<file path="config.mk">
export PLATFORM = sky130hd
export DESIGN_NAME = cc_channel
export DESIGN_NICKNAME = d
export VERILOG_FILES = /design/src/pkg/cc_pkg.sv /design/src/core/cc_channel.sv /design/src/core/edge_sync.sv
export SDC_FILE = /design/constraint.sdc
export NUM_CORES = 1
export LEC_CHECK = 0
export ABC_AREA = 1
export BUFFER_PORTS_ARGS = -buffer_cell sky130_fd_sc_hd__buf_2
export CAP_MARGIN = 10
export CELL_PAD_IN_SITES_DETAIL_PLACEMENT = 0
export CELL_PAD_IN_SITES_GLOBAL_PLACEMENT = 1
export CORE_AREA = 2 2 142 144
export CTS_BUF_LIST = sky130_fd_sc_hd__clkbuf_8
export CTS_CLUSTER_DIAMETER = 50
export DETAILED_ROUTE_END_ITERATION = 8
export DIE_AREA = 0 0 144 146
export GPL_TIMING_DRIVEN = 0
export MAX_ROUTING_LAYER = met4
export PLACE_DENSITY_LB_ADDON = 0.1
export RECOVER_POWER = 50
export SLEW_MARGIN = 15
export SYNTH_ARGS = -nofsm -noshare
export SYNTH_HDL_FRONTEND = slang
export SYNTH_HIERARCHICAL = 1
export SYNTH_SLANG_ARGS = --single-unit
</file>
<file path="constraint.sdc">
create_clock -name clk -period 5.1 [get_ports clk]
set_input_delay 0.765 -clock clk [delete_from_list [all_inputs] [get_ports clk]]
set_output_delay 0.765 -clock clk [all_outputs]
set_load 0.02 [all_outputs]
</file>
<file path="src/pkg/cc_pkg.sv">
// Purpose: constants, types and register map of the capture/compare channel.
// Assumes: one channel beside a shared 16-bit counter; 8-bit register port.
// Notes: register offsets are word indices on the plain register port.
// Behaviour
// - qualifying pin edge copies the counter into the capture/compare register.
// - capture sets the channel flag; interrupt only when channel enable is set.
// - channel flag stays set until software writes it clear.
// - software timer compares counter with register; equality sets flag.
// - software timer selected by comparator and match enables, others clear.
// - writing compare low byte clears comparator enable; high byte sets it.
// - high-speed output toggles pin and sets flag on each 16-bit match.
// - high-speed output with comparator disabled holds the pin level.
// - frequency output matches low bytes, toggles pin, adds high byte to low.
// - frequency high byte is half period; zero acts as 256 clocks.
// - frequency output needs comparator, toggle, pulse bits; match flags 16-bit equality.
// - 8-bit pulse mode drives pin high on low-byte match, low on overflow.
// - 8-bit pulse mode reloads compare low byte from high byte on wrap.
// - 8-bit pulse mode needs comparator, pulse bits, length zero; match sets flag.
// - intermediate overflow flag set on each cycle-length overflow, every 256 to 2048 clocks.
// - 8-bit pulse high time equals 256 minus compare high byte.
// - 8 to 11-bit pulse channels share one cycle length; others ignore it.
// - two-bit cycle length selects 8, 9, 10 or 11 bits; 16-bit ignores it.
// - comparator disabled stops toggling and forces pulse outputs low.
// - in 9 to 11-bit pulse, select bit routes compare access to auto-reload.
// - shared enable lets overflow flag interrupt; overflow bit follows cycle length.

package cc_pkg;

    localparam int ADDR_W = 3;
    localparam int DATA_W = 8;
    localparam int CNT_W = 16;

    // ------------------------------------------------------------------
    // register offsets
    // ------------------------------------------------------------------
    localparam logic [ADDR_W-1:0] OFF_MODE = 3'h0;
    localparam logic [ADDR_W-1:0] OFF_PWMCFG = 3'h1;
    localparam logic [ADDR_W-1:0] OFF_CTRL = 3'h2;
    localparam logic [ADDR_W-1:0] OFF_CMPLO = 3'h3;
    localparam logic [ADDR_W-1:0] OFF_CMPHI = 3'h4;
    localparam logic [ADDR_W-1:0] OFF_CNTLO = 3'h5;
    localparam logic [ADDR_W-1:0] OFF_CNTHI = 3'h6;

    // ------------------------------------------------------------------
    // field positions
    // ------------------------------------------------------------------
    localparam int MB_PWM16 = 7;
    localparam int MB_ECOM = 6;
    localparam int MB_RISE = 5;
    localparam int MB_FALL = 4;
    localparam int MB_MAT = 3;
    localparam int MB_TOG = 2;
    localparam int MB_PULSE = 1;
    localparam int MB_IE = 0;

    localparam int CB_ARSEL = 7;
    localparam int CB_ECOV = 6;
    localparam int CB_INTERMEDIATE_OVERFLOW_FLAG = 5;
    localparam int CB_CLS_HI = 1;
    localparam int CB_CLS_LO = 0;

    localparam int TB_FLAG = 0;
    localparam int TB_RUN = 6;

    // ------------------------------------------------------------------
    // reset values and constants
    // ------------------------------------------------------------------
    localparam logic [DATA_W-1:0] RST_BYTE = 8'h00;
    localparam logic [CNT_W-1:0] RST_WORD = 16'h0000;
    localparam logic [CNT_W-1:0] CNT_ONE = 16'h0001;
    localparam logic [1:0] CLS_8 = 2'h0;
    localparam logic [1:0] CLS_9 = 2'h1;
    localparam logic [1:0] CLS_10 = 2'h2;
    localparam logic [1:0] CLS_11 = 2'h3;
    localparam logic [CNT_W-1:0] MASK_8 = 16'h00ff;
    localparam logic [CNT_W-1:0] MASK_9 = 16'h01ff;
    localparam logic [CNT_W-1:0] MASK_10 = 16'h03ff;
    localparam logic [CNT_W-1:0] MASK_11 = 16'h07ff;

    // ------------------------------------------------------------------
    // types
    // ------------------------------------------------------------------
    typedef enum logic [2:0] {
        MODE_IDLE = 3'h0,
        MODE_CAPTURE = 3'h1,
        MODE_SWTIMER = 3'h3,
        MODE_HSO = 3'h2,
        MODE_FREQ = 3'h6,
        MODE_PULSE_MODE_ENABLE = 3'h7,
        MODE_PWM16 = 3'h5
    } mode_t;

    typedef struct packed {
        logic [ADDR_W-1:0] addr;
        logic [DATA_W-1:0] wdata;
        logic wr;
        logic rd;
    } bus_req_t;

    typedef struct packed {
        logic pinOut;
        logic pinOe;
    } pin_drive_t;

endpackage

</file>
<file path="src/core/cc_channel.sv">
// Purpose: one capture/compare channel with its shared counter and config.
// Assumes: cntTick is a one-cycle timebase enable from an outside divider.
// Notes: registers on a plain port; read data valid the cycle after rd.
//
// Local design decisions: the address-and-strobe port and the placing of the registers.

`timescale 1ns/1ns

module cc_channel (
    input wire logic clk,
    input wire logic arst_n,
    input wire logic cntTick,
    input cc_pkg::bus_req_t busReq,
    output logic [cc_pkg::DATA_W-1:0] rdata,
    input wire logic pinIn,
    output logic pinOut,
    output logic pinOe,
    output logic irq
);
    import cc_pkg::*;

    // ------------------------------------------------------------------
    // state
    // ------------------------------------------------------------------
    typedef struct packed {
        logic [CNT_W-1:0] cnt;
        logic [CNT_W-1:0] ccr;
        logic [CNT_W-1:0] arr;
        logic [DATA_W-1:0] mode;
        logic arsel;
        logic ecov;
        logic intermediate_overflow_flag;
        logic [1:0] cls;
        logic flag;
        logic run;
        pin_drive_t pin;
        logic irq;
        logic [DATA_W-1:0] rdata;
    } chan_state_t;

    chan_state_t q;
    chan_state_t d;

    logic rstMeta;
    logic rstN;
    logic riseEvt;
    logic fallEvt;

    // ------------------------------------------------------------------
    // reset release
    // ------------------------------------------------------------------
    always_ff @(posedge clk or negedge arst_n) begin
        if (!arst_n) begin
            rstMeta <= 1'b0;
            rstN <= 1'b0;
        end else begin
            rstMeta <= 1'b1;
            rstN <= rstMeta;
        end
    end

    edge_sync pinSync (
        .clk(clk),
        .rstN(rstN),
        .pinIn(pinIn),
        .rise(riseEvt),
        .fall(fallEvt)
    );

    // ------------------------------------------------------------------
    // decoding helpers
    // ------------------------------------------------------------------
    function automatic mode_t decodeMode(input logic [DATA_W-1:0] m);
        mode_t r;
        r = MODE_IDLE;
        if (m[MB_PULSE] && m[MB_PWM16] && !m[MB_TOG]) begin
            r = MODE_PWM16;
        end else if (m[MB_PULSE] && m[MB_TOG]) begin
            r = MODE_FREQ;
        end else if (m[MB_PULSE]) begin
            r = MODE_PULSE_MODE_ENABLE;
        end else if (m[MB_TOG]) begin
            r = MODE_HSO;
        end else if (m[MB_RISE] || m[MB_FALL]) begin
            r = MODE_CAPTURE;
        end else if (m[MB_ECOM] && m[MB_MAT]) begin
            r = MODE_SWTIMER;
        end
        return r;
    endfunction

    // low bits that take part in an n-bit pulse compare and overflow
    function automatic logic [CNT_W-1:0] lenMask(input logic [1:0] cls);
        logic [CNT_W-1:0] r;
        case (cls)
            CLS_8: r = MASK_8;
            CLS_9: r = MASK_9;
            CLS_10: r = MASK_10;
            CLS_11: r = MASK_11;
            default: r = MASK_8;
        endcase
        return r;
    endfunction

    // ------------------------------------------------------------------
    // next state
    // ------------------------------------------------------------------
    always_comb begin
        mode_t mode;
        logic tick;
        logic ecom;
        logic mat;
        logic evt;
        logic ovfN;
        logic ovf16;
        logic match16;
        logic [CNT_W-1:0] cntNext;
        logic [CNT_W-1:0] msk;
        logic [CNT_W-1:0] cmpN;
        mode = decodeMode(q.mode);
        tick = q.run & cntTick;
        ecom = q.mode[MB_ECOM];
        mat = q.mode[MB_MAT];
        evt = 1'b0;
        cntNext = q.cnt + CNT_ONE;
        msk = lenMask(q.cls);
        ovfN = tick && ((cntNext & msk) == RST_WORD);
        ovf16 = tick && (cntNext == RST_WORD);
        match16 = tick && (cntNext == q.ccr);
        cmpN = q.ccr;

        d = q;
        d.rdata = RST_BYTE;

        // counter
        if (tick) begin
            d.cnt = cntNext;
        end

        // register writes
        if (busReq.wr) begin
            case (busReq.addr)
                OFF_MODE: begin
                    d.mode = busReq.wdata;
                end
                OFF_PWMCFG: begin
                    d.arsel = busReq.wdata[CB_ARSEL];
                    d.ecov = busReq.wdata[CB_ECOV];
                    d.intermediate_overflow_flag = busReq.wdata[CB_INTERMEDIATE_OVERFLOW_FLAG];
                    d.cls = busReq.wdata[CB_CLS_HI:CB_CLS_LO];
                end
                OFF_CTRL: begin
                    d.flag = busReq.wdata[TB_FLAG];
                    d.run = busReq.wdata[TB_RUN];
                end
                OFF_CMPLO: begin
                    if (q.arsel && mode == MODE_PULSE_MODE_ENABLE && q.cls != CLS_8) begin
                        d.arr[7:0] = busReq.wdata;
                    end else begin
                        d.ccr[7:0] = busReq.wdata;
                        d.mode[MB_ECOM] = 1'b0;
                    end
                end
                OFF_CMPHI: begin
                    if (q.arsel && mode == MODE_PULSE_MODE_ENABLE && q.cls != CLS_8) begin
                        d.arr[15:8] = busReq.wdata;
                    end else begin
                        d.ccr[15:8] = busReq.wdata;
                        d.mode[MB_ECOM] = 1'b1;
                    end
                end
                OFF_CNTLO: begin
                    d.cnt[7:0] = busReq.wdata;
                end
                OFF_CNTHI: begin
                    d.cnt[15:8] = busReq.wdata;
                end
                default: begin
                end
            endcase
        end

        // register reads
        if (busReq.rd) begin
            case (busReq.addr)
                OFF_MODE: d.rdata = q.mode;
                OFF_PWMCFG: begin
                    d.rdata[CB_ARSEL] = q.arsel;
                    d.rdata[CB_ECOV] = q.ecov;
                    d.rdata[CB_INTERMEDIATE_OVERFLOW_FLAG] = q.intermediate_overflow_flag;
                    d.rdata[CB_CLS_HI:CB_CLS_LO] = q.cls;
                end
                OFF_CTRL: begin
                    d.rdata[TB_FLAG] = q.flag;
                    d.rdata[TB_RUN] = q.run;
                end
                OFF_CMPLO: begin
                    if (q.arsel && mode == MODE_PULSE_MODE_ENABLE && q.cls != CLS_8) begin
                        d.rdata = q.arr[7:0];
                    end else begin
                        d.rdata = q.ccr[7:0];
                    end
                end
                OFF_CMPHI: begin
                    if (q.arsel && mode == MODE_PULSE_MODE_ENABLE && q.cls != CLS_8) begin
                        d.rdata = q.arr[15:8];
                    end else begin
                        d.rdata = q.ccr[15:8];
                    end
                end
                OFF_CNTLO: d.rdata = q.cnt[7:0];
                OFF_CNTHI: d.rdata = q.cnt[15:8];
                default: d.rdata = RST_BYTE;
            endcase
        end

        // channel modes; hardware updates follow software writes
        case (mode)
            MODE_CAPTURE: begin
                if ((riseEvt && q.mode[MB_RISE]) || (fallEvt && q.mode[MB_FALL])) begin
                    d.ccr = q.cnt;
                    evt = 1'b1;
                end
            end
            MODE_SWTIMER: begin
                if (match16) begin
                    evt = 1'b1;
                end
            end
            MODE_HSO: begin
                // disabled comparator leaves the pin where it is
                if (match16 && ecom) begin
                    d.pin.pinOut = ~q.pin.pinOut;
                    evt = 1'b1;
                end
            end
            MODE_FREQ: begin
                if (ecom && tick && cntNext[7:0] == q.ccr[7:0]) begin
                    d.pin.pinOut = ~q.pin.pinOut;
                    // a zero step wraps back to the same value: 256 clocks
                    d.ccr[7:0] = q.ccr[7:0] + q.ccr[15:8];
                end
                if (mat && match16) begin
                    evt = 1'b1;
                end
            end
            MODE_PULSE_MODE_ENABLE: begin
                // at the wrap the freshly reloaded value is the one compared
                if (ovfN) begin
                    if (q.cls == CLS_8) begin
                        cmpN = {RST_BYTE, q.ccr[15:8]};
                        d.ccr[7:0] = q.ccr[15:8];
                    end else begin
                        cmpN = q.arr;
                        d.ccr = q.arr;
                    end
                end
                if (!ecom) begin
                    d.pin.pinOut = 1'b0;
                end else if (tick && ((cntNext & msk) == (cmpN & msk))) begin
                    // match wins over the wrap so a zero value gives full duty
                    d.pin.pinOut = 1'b1;
                    if (mat) begin
                        evt = 1'b1;
                    end
                end else if (ovfN) begin
                    d.pin.pinOut = 1'b0;
                end
            end
            MODE_PWM16: begin
                if (!ecom) begin
                    d.pin.pinOut = 1'b0;
                end else if (match16) begin
                    d.pin.pinOut = 1'b1;
                    if (mat) begin
                        evt = 1'b1;
                    end
                end else if (ovf16) begin
                    d.pin.pinOut = 1'b0;
                end
            end
            default: begin
            end
        endcase

        // flags: a hardware set wins over a software clear
        if (ovfN) begin
            d.intermediate_overflow_flag = 1'b1;
        end
        if (evt) begin
            d.flag = 1'b1;
        end

        d.pin.pinOe = (mode == MODE_HSO) || (mode == MODE_FREQ) ||
                      (mode == MODE_PULSE_MODE_ENABLE) || (mode == MODE_PWM16);
        d.irq = (d.flag & d.mode[MB_IE]) | (d.intermediate_overflow_flag & d.ecov);
    end

    // ------------------------------------------------------------------
    // state register
    // ------------------------------------------------------------------
    always_ff @(posedge clk or negedge rstN) begin
        if (!rstN) begin
            q <= '0;
        end else begin
            q <= d;
        end
    end

    assign rdata = q.rdata;
    assign pinOut = q.pin.pinOut;
    assign pinOe = q.pin.pinOe;
    assign irq = q.irq;
endmodule

</file>
<file path="src/core/edge_sync.sv">
// Purpose: two-stage synchroniser and edge detector for the channel pin.
// Assumes: pin held at each level at least two system clocks.
// Notes: first stage is read only by the second stage.

`timescale 1ns/1ns

module edge_sync (
    input wire logic clk,
    input wire logic rstN,
    input wire logic pinIn,
    output logic rise,
    output logic fall
);
    typedef struct packed {
        logic meta;
        logic sync;
        logic last;
        logic rise;
        logic fall;
    } sync_state_t;

    sync_state_t q;
    sync_state_t d;

    always_comb begin
        d = q;
        d.meta = pinIn;
        d.sync = q.meta;
        d.last = q.sync;
        d.rise = q.sync & ~q.last;
        d.fall = ~q.sync & q.last;
    end

    always_ff @(posedge clk or negedge rstN) begin
        if (!rstN) begin
            q <= '0;
        end else begin
            q <= d;
        end
    end

    assign rise = q.rise;
    assign fall = q.fall;
endmodule

</file>
# Word-level counts from Yosys, hierarchy flattened
# Cells that the tools add are included.
[totals] input_bits=17 wordCells=163 reg_bits=81
[op_classes] n_addsub=2 eq_ne=24 reduce_logical=36 muxes=66 n_bitwise=11
[op_table] operator="2-to-1 mux 8 bit" count=16
[op_table] operator="2-to-1 mux 16 bit" count=6
[op_table] operator="case mux 16 bit (4 select lines)" count=1
[op_table] operator="2-to-1 mux 63 bit" count=1
[op_table] operator="AND 16 bit" count=2
[op_table] operator="== test 16 bit" count=2
[op_table] operator="logical NOT 16 bit" count=2
[op_table] operator="case mux 1 bit (6 select lines)" count=4
[op_table] operator="case mux 8 bit (3 select lines)" count=1
[op_table] operator="2-to-1 mux 1 bit" count=22
[op_table] operator="== test 3 bit, second input constant" count=6
[op_table] operator="adder 16 x 1 -> 16 bit, second input constant" count=1
[op_table] operator="logical AND 1 bit" count=16
[op_table] operator="case mux 8 bit (2 select lines)" count=1
[op_table] operator="case mux 3 bit (5 select lines)" count=1
[op_table] operator="case mux 1 bit (7 select lines)" count=2
[op_table] operator="== test 3 x 2 -> 1 bit, second input constant" count=4
[op_table] operator="2-to-1 mux 3 bit" count=3
[op_table] operator="adder 8 bit" count=1
[op_table] operator="== test 8 bit" count=1
[op_table] operator="2-to-1 mux 2 bit" count=4
[op_table] operator="inequality test 2 bit, second input constant" count=4
[op_table] operator="inequality test 4 bit, second input constant" count=2
[op_table] operator="== test 3 x 1 -> 1 bit, second input constant" count=2
[op_table] operator="20 further kinds" count=34

# Logic depth before layout (Yosys ltp)
# Gate-level depths: netlist of the first run.
[depth] word_depth=18 ltp_mapped=25 mapped_depth_nobuf=24

# Hierarchy
# Netlist of the first run, hierarchy kept.
[by_module_without_submodules] mod="cc_channel" area_each_um2=5610.4 n_inst=1 cells_each=811 seq_area_each_um2=1901.8
[by_module_without_submodules] mod="edge_sync" area_each_um2=140.1 n_inst=1 cells_each=9 seq_area_each_um2=125.1

# Least setup slack after synthesis of the first run
# Ideal clock, no wire load.
[synth_path] path_type="input to register" from="input port busReq[12] (netlist bit)" to="register q[52] (netlist bit)" n_path_buf=2 stages=11 arrival_ps=2346 path_slack_ps=2608 setup_ps=146 cell_sequence="clkbuf_1 inv_1 nor2_1 inv_1 nor2_1 inv_1 nor2_1 buf_2 nand2_1 o211ai_1 o221ai_1"
[synth_rtl] item="from (decl)" line_no="cc_channel.sv:13" text="input cc_pkg::bus_req_t busReq,"
[synth_rtl] item="to (signal assigned)" line_no="cc_channel.sv:304" text="q <= '0;"
[synth_rtl] item="to (signal assigned)" line_no="cc_channel.sv:306" text="q <= d;"
[synth_rtl] item="to (decl)" line_no="cc_channel.sv:41" text="chan_state_t q;"

==> impl_metrics.toml, run 1 <==
[status]
status = "finished with violations"
violations = "capacitance limit, slew limit"

[die]
floorplan.initialDensity = 0.297
rows = 51
ios = 28
die-area_mm2 = 0.0210
coreArea_mm2 = 0.0193
die_height_um = 146
die_w_um = 144

[detailed_routing]
drtIter0Drc = 546
wire_per_inst_um = 22.0
wl_mm = 24.8
antenna_left = 0
drt-pass1-iter-count = 7
vias_per_cell = 5.33
routed-via-count = 6010
drc = 0

[grt]
grt_max_degree = 43
gr-total-overflow = 0
grt_pass1_wl_mm = 36.8
antenna_found_initial = 0
track_usage = 0.247
grt_pass1_vias = 5705

[clock_network]
clkTransAtPathRegs_ps = 90
htree_levels = 3
cts_tree = "yes"
clockBufferDepth = 2
cts.sinks = 81
cts_resized = 0
cts_setup_buffers = 0
cts_root_buf = "clkbuf_8"
numCtsBuffers = 9
ctsHoldBuffers = 0
clkLatencyLatePin_ps = 390

[layout]
diodes = 0
area_delta_synth_final_pct = 11.4
drive_gt1_frac = 0.116
final_cell_count_no_fill = 1127
final_nets = 884
fillers = 2149

[critical_path]
cp.depth = 1
crit_slowest_cell = "clkbuf_1"
end_kind = "asynchronous set/reset pin"
worst-path-buf-inv = 1
critical_path_class = "reg -> async"
critPathMaxFanout = 42
critPathMaxStageDelay_ps = 1780
path_cells = "clkbuf_1"
crit_family = "buffers and inverters"
r2r-start = "rstN$_DFF_PN0_"
cp-startpoint = "rstN$_DFF_PN0_"
critPathLaunchType = "register"
arrival_ps = 3680
cp_data_required_time_ps = 5110
reg2reg_depth = 1

[timing]
worst_slew_pin_slew_ps = 2390
relSlewSlack = -0.597
rsz0062_at_grt = "no"
setup_tns_ps = 0
finalHoldViolations = 0
fmax_mhz = 272
period_share = 0.721
timing.final.crit_period_ps = 3680
finalSetupViolations = 0
hold_slack_ps = 148
fin_skew_ps = 12.9
report.final.slew_viol_count = 82

[synthesis]
yosysWarnings = 6
yosysUniqueCellTypes = 52
syn-cell-area_mm2 = 0.00575
syn_inst = 820
synth_edf_count = 0
syn_nets = 847
synth-seq-area-share = 0.352
async_flop_share = 1.00
ys_ff_latch = 81
synth_area_per_cell_um2 = 7.01
ys.flop_type = "dfrtp_1"

[pwr]
peakVddDrop_v = 0.000141
p_leak_uw = 0.00301
power_density_mw_per_mm2 = 464

[placement]
dpl.cell_count = 1111
place_hpwl_mm = 19.6
gp_congestion = 0.947
portBuffers = 25

[worst_hold_path]
min_path_type = "in -> async"

[flow_run]
maxCapViolations = 2
## routing by layer
layer,up-vias,global-route usage,share of wire
met2,233,0.360,0.44
met5,-,-,0
met1,2925,0.349,0.46
met3,52,0.0263,0.058
met4,0,0.0971,0.041
li1,2800,-,-
## placed cells by master (no fill, tap or decap), drive strengths merged, types with 3 or more instances in the layout
master | Yosys | layout
nor3 | 12 | 12
a221oi | 8 | 8
o211ai | 10 | 10
a21oi | 32 | 32
nor4 | 4 | 4
nand3b | 4 | 4
nor2 | 83 | 83
o2111ai | 3 | 3
nand4 | 12 | 12
ha | 9 | 9
o221ai | 8 | 8
o21ai | 78 | 78
xor2 | 12 | 12
nand3 | 59 | 59
nand2 | 229 | 229
buf | 12 | 36
inv | 106 | 110
o22ai | 20 | 20
dfrtp | 81 | 81
xnor2 | 3 | 3
clkbuf | 13 | 25
a31oi | 4 | 4
## logic make-up after synthesis
family          count (synthesis)  synth area share
buf+inv                       132            0.0944
other cells                     1          0.000652
fa+ha+maj                      10            0.0231
simple gates                  408             0.328
compound gates                173             0.178
xor+xnor                       15            0.0228
flops                          81             0.352
## Yosys cell counts (all sizes together), types with 12 or more instances
cell type / instances / area (um2)
dfrtp: 81 / 2030
buf: 12 / 92.6
o21ai: 78 / 390
xor2: 12 / 105
nor2: 83 / 388
nor3: 12 / 65.1
nand2: 229 / 897
nand3: 59 / 368
inv: 106 / 398
clkbuf: 13 / 48.8
o22ai: 20 / 125
nand4: 12 / 81.3
a21oi: 32 / 160
## sequential cells by signal, summed over array words and instances (netlist names)
register,cells
rstN,1
pinOut,1
pinSync/d,2
rstMeta,1
rdata,8
q,63
pinSync/q,1
pinSync/fall,1
pinOe,1
pinSync/rise,1
irq,1
## stage by stage
step / worst slack (ps) / cell area [um2] / utilization / total power, uW
3_3_place_gp: 1500 / 6210 / 0.321 / 2470
6_report: 1420 / 6400 / 0.331 / 2970
3_5_place_dp: 1690 / 6240 / 0.323 / 2470
4_1_cts: 1660 / 6430 / 0.333 / 2970
2_1_floorplan: 2610 / 5750 / - / 1930
5_1_grt: 696 / 6400 / 0.331 / 3180
## path summary, 6_finish.rpt
kind / endpoint / slack [ps]
worst max-delay path: q[66]$_DFF_PN0_ / 1420
worst min-delay path: rstMeta$_DFF_PN0_ / 150
worst max register to register: q[66]$_DFF_PN0_ / 1420
worst min register to register: pinSync/d[2]$_DFF_PN0_ / 360
max in group clk: q[49]$_DFF_PN0_ / 1610
min in group clk: pinSync/d[2]$_DFF_PN0_ / 360
## power breakdown
part           total (uW)  internal (uW)  leakage (uW)  switching [uW]
sequential           1050            785       0.00104             260
clock                 490            202     0.0000973             288
combinational        1430            443       0.00188             991
total                2970           1430       0.00301            1540
## final cells by class
class,instances,area (um2),area share
plain buffers,25,141,0.0221
flip-flops and latches,81,2030,0.317
well taps,265,332,0.0518
repair buffers,26,128,0.0199
clock buffers,10,138,0.0215
multi-input cells,607,3180,0.497
clock inverters,6,56.3,0.00879
inverters,107,402,0.0627
Power figures use the tool's default switching activity.
==> run 2: changes to the inputs <==
==> constraint.sdc (replaced) <==
create_clock -name clk -period 3 [get_ports clk]
set_input_delay 0.45 -clock clk [delete_from_list [all_inputs] [get_ports clk]]
set_output_delay 0.45 -clock clk [all_outputs]
set_load 0.02 [all_outputs]
==> run 2 against run 1 <==
Setup slack got worse by 1300 ps; critical path depth up 18; global-route usage rose by 0.16 points; non-clock buffer count grew 21; clock-buffer cell count stayed put; critical endpoint is now pinOut$_DFFE_PN0P_; cell area is 5.4% higher; core utilization is 1.8 points higher; sequential power is 69% higher; the run still ends with capacitance limit, slew limit left; register-to-register slack got worse by 1300 ps; first-iteration DRC count is 0.73% higher; sequential share of layout area is 1.5 points lower.
==> impl_metrics.toml, run 2 (synthesized netlist as in run 1, its figures left out) <==
[status]
status = "finished with violations"
violations = "capacitance limit, slew limit"

[placement]
place_hpwl_mm = 19.6
dpl.cell_count = 1111
gp_congestion = 0.947
portBuffers = 25

[worst_hold_path]
whs_path_depth = 1
hold_start = "pinIn"
min_path_type = "in -> reg"
holdPathEnd = "pinSync/d[3]$_DFF_PN0_"

[critical_path]
r2r_end = "pinOut$_DFFE_PN0P_"
end_kind = "register"
arrival_ps = 3170
critPathLaunchType = "register"
rrSetupSlack_ps = 100
critical_path_class = "reg -> reg"
cp_data_required_time_ps = 3270
cp-startpoint = "q[59]$_DFF_PN0_"
critPathMaxFanout = 5
r2r-start = "q[59]$_DFF_PN0_"
reg2reg_depth = 19

[clock_network]
cts_tree = "yes"
cts.sinks = 81
clkLatencyLatePin_ps = 380
htree_levels = 3
numCtsBuffers = 9
cts_root_buf = "clkbuf_8"
clkTransAtPathRegs_ps = 100
clockBufferDepth = 2

[layout]
largest_reg_flops = 63
diodes = 0
fillers = 2126
final_cell_mix = "nand2_1, inv_1, o21ai_0"
final_common_cell = "nand2_1"
final_cell_count_no_fill = 1148
regMostFlops = "q"
drive_gt1_frac = 0.171
final_nets = 905
area_delta_synth_final_pct = 17.3

[grt]
grt_pass1_wl_mm = 37.1
antenna_found_initial = 0
grt_pass1_vias = 5791
grt_max_degree = 43
gr-total-overflow = 0
track_usage = 0.248

[pwr]
p_seq_frac = 0.333
swShare = 0.515
p_leak_uw = 0.00314
power.internal_uw = 2580
peakVddDrop_v = 0.000227
power_frac_clock = 0.157
p_sw_uw = 2740
pwr-share-comb = 0.510
power_density_mw_per_mm2 = 787

[detailed_routing]
drt-pass1-iter-count = 5
routed-via-count = 6132
wire_per_inst_um = 21.8
wl_met3_mm = 1.58
dr.max_layer_used = "met4"
drtIter0Drc = 550
wl_mm = 25.0
vias_per_cell = 5.34
wl_met2_mm = 11.2
antenna_left = 0
wl_met1_mm = 11.3
drc = 0

[die]
die-area_mm2 = 0.0210
die_w_um = 144
ios = 28
coreArea_mm2 = 0.0193
rows = 51
floorplan.initialDensity = 0.297
die_height_um = 146

[timing]
timing.final.crit_period_ps = 2900
worst_slew_pin_slew_ps = 1750
period_share = 0.967
finalSetupViolations = 0
rsz0062_at_grt = "yes"
fmax_mhz = 345
fin_skew_ps = 10.3
hold_slack_ps = 166
report.final.slew_viol_count = 38
relSlewSlack = -0.167
finalHoldViolations = 0

[flow_run]
maxCapViolations = 1
-- run 2: critical path, stage by stage, from the launching register on --
cell     delay, ps
dfrtp_2        440
ha_4           170
nand2_2         80
nor2_4         170
nand2_2         80
nand2_2         60
nand2_2         80
nor2_4         100
nand3_4        110
nor2_8         140
buf_6          150
nand3_2         90
nand3_1        170
nand4_1        110
nor3_1         190
nand4_1        240
nand2_1        160
nand2_1        100
nand2_1         60
o21ai_1         60
-- run 2: how the worst max path moves through the flow --
stage,endpoint,depth (start not counted),slack (ps)
floorplan,irq$_DFF_PN0_,0,580
global placement,q[62]$_DFF_PN0_,0,-600
detailed placement,q[49]$_DFF_PN0_,14,-410
CTS,pinOut$_DFFE_PN0P_,21,30
global route,irq$_DFF_PN0_,25,-100
finish,pinOut$_DFFE_PN0P_,19,100
-- run 2: metal layers --
layer,GRT usage,up-vias
met5,-,-
met4,0.0931,0
met3,0.0270,46
met2,0.368,252
met1,0.348,2994
li1,-,2840
-- run 2: final cells by class --
class	instances	area, um2	area share
Buffer	25	150	0.0223
Clock buffer	10	138	0.0204
Sequential cell	81	2030	0.302
Inverter	107	402	0.0595
Tap cell	265	332	0.0491
Clock inverter	6	56.3	0.00834
Timing Repair Buffer	47	319	0.0473
Multi-Input combinational cell	607	3320	0.492
-- run 2: per-stage QoR --
| stage | cell area (um2) | TNS, ps | utilization | setup WS [ps] | total power (uW) |
|---|---|---|---|---|---|
| 2_1_floorplan | 5750 | 0 | - | 577 | 3290 |
| 3_3_place_gp | 6210 | -49340 | 0.321 | -598 | 4210 |
| 4_1_cts | 6570 | 0 | 0.340 | 28.0 | 5160 |
| 6_report | 6750 | 0 | 0.349 | 98.3 | 5310 |
| 3_5_place_dp | 6240 | -2750 | 0.323 | -409 | 4200 |
| 5_1_grt | 6750 | -153 | 0.349 | -102 | 5670 |
-- run 2: timing repair --
| item | in CTS | in global routing |
|---|---|---|
| setup endpoints to repair | 11 | 24 |
| setup buffers | 11 | 9 |
| gates resized for setup | 13 | 34 |
| endpoints found under the hold margin | 2 | 0 |
| pin swaps | 5 | 19 |
| hold buffers | 1 | 0 |
-- run 2: power by group through the flow --
stage / Combinational (uW) / Sequential, uW / Clock, uW
finish: 2710 / 1770 / 836
global placement: 2410 / 1800 / 0
floorplan: 1660 / 1620 / 0
CTS: 2550 / 1750 / 862
global route: 2960 / 1810 / 906
detailed placement: 2410 / 1790 / 0
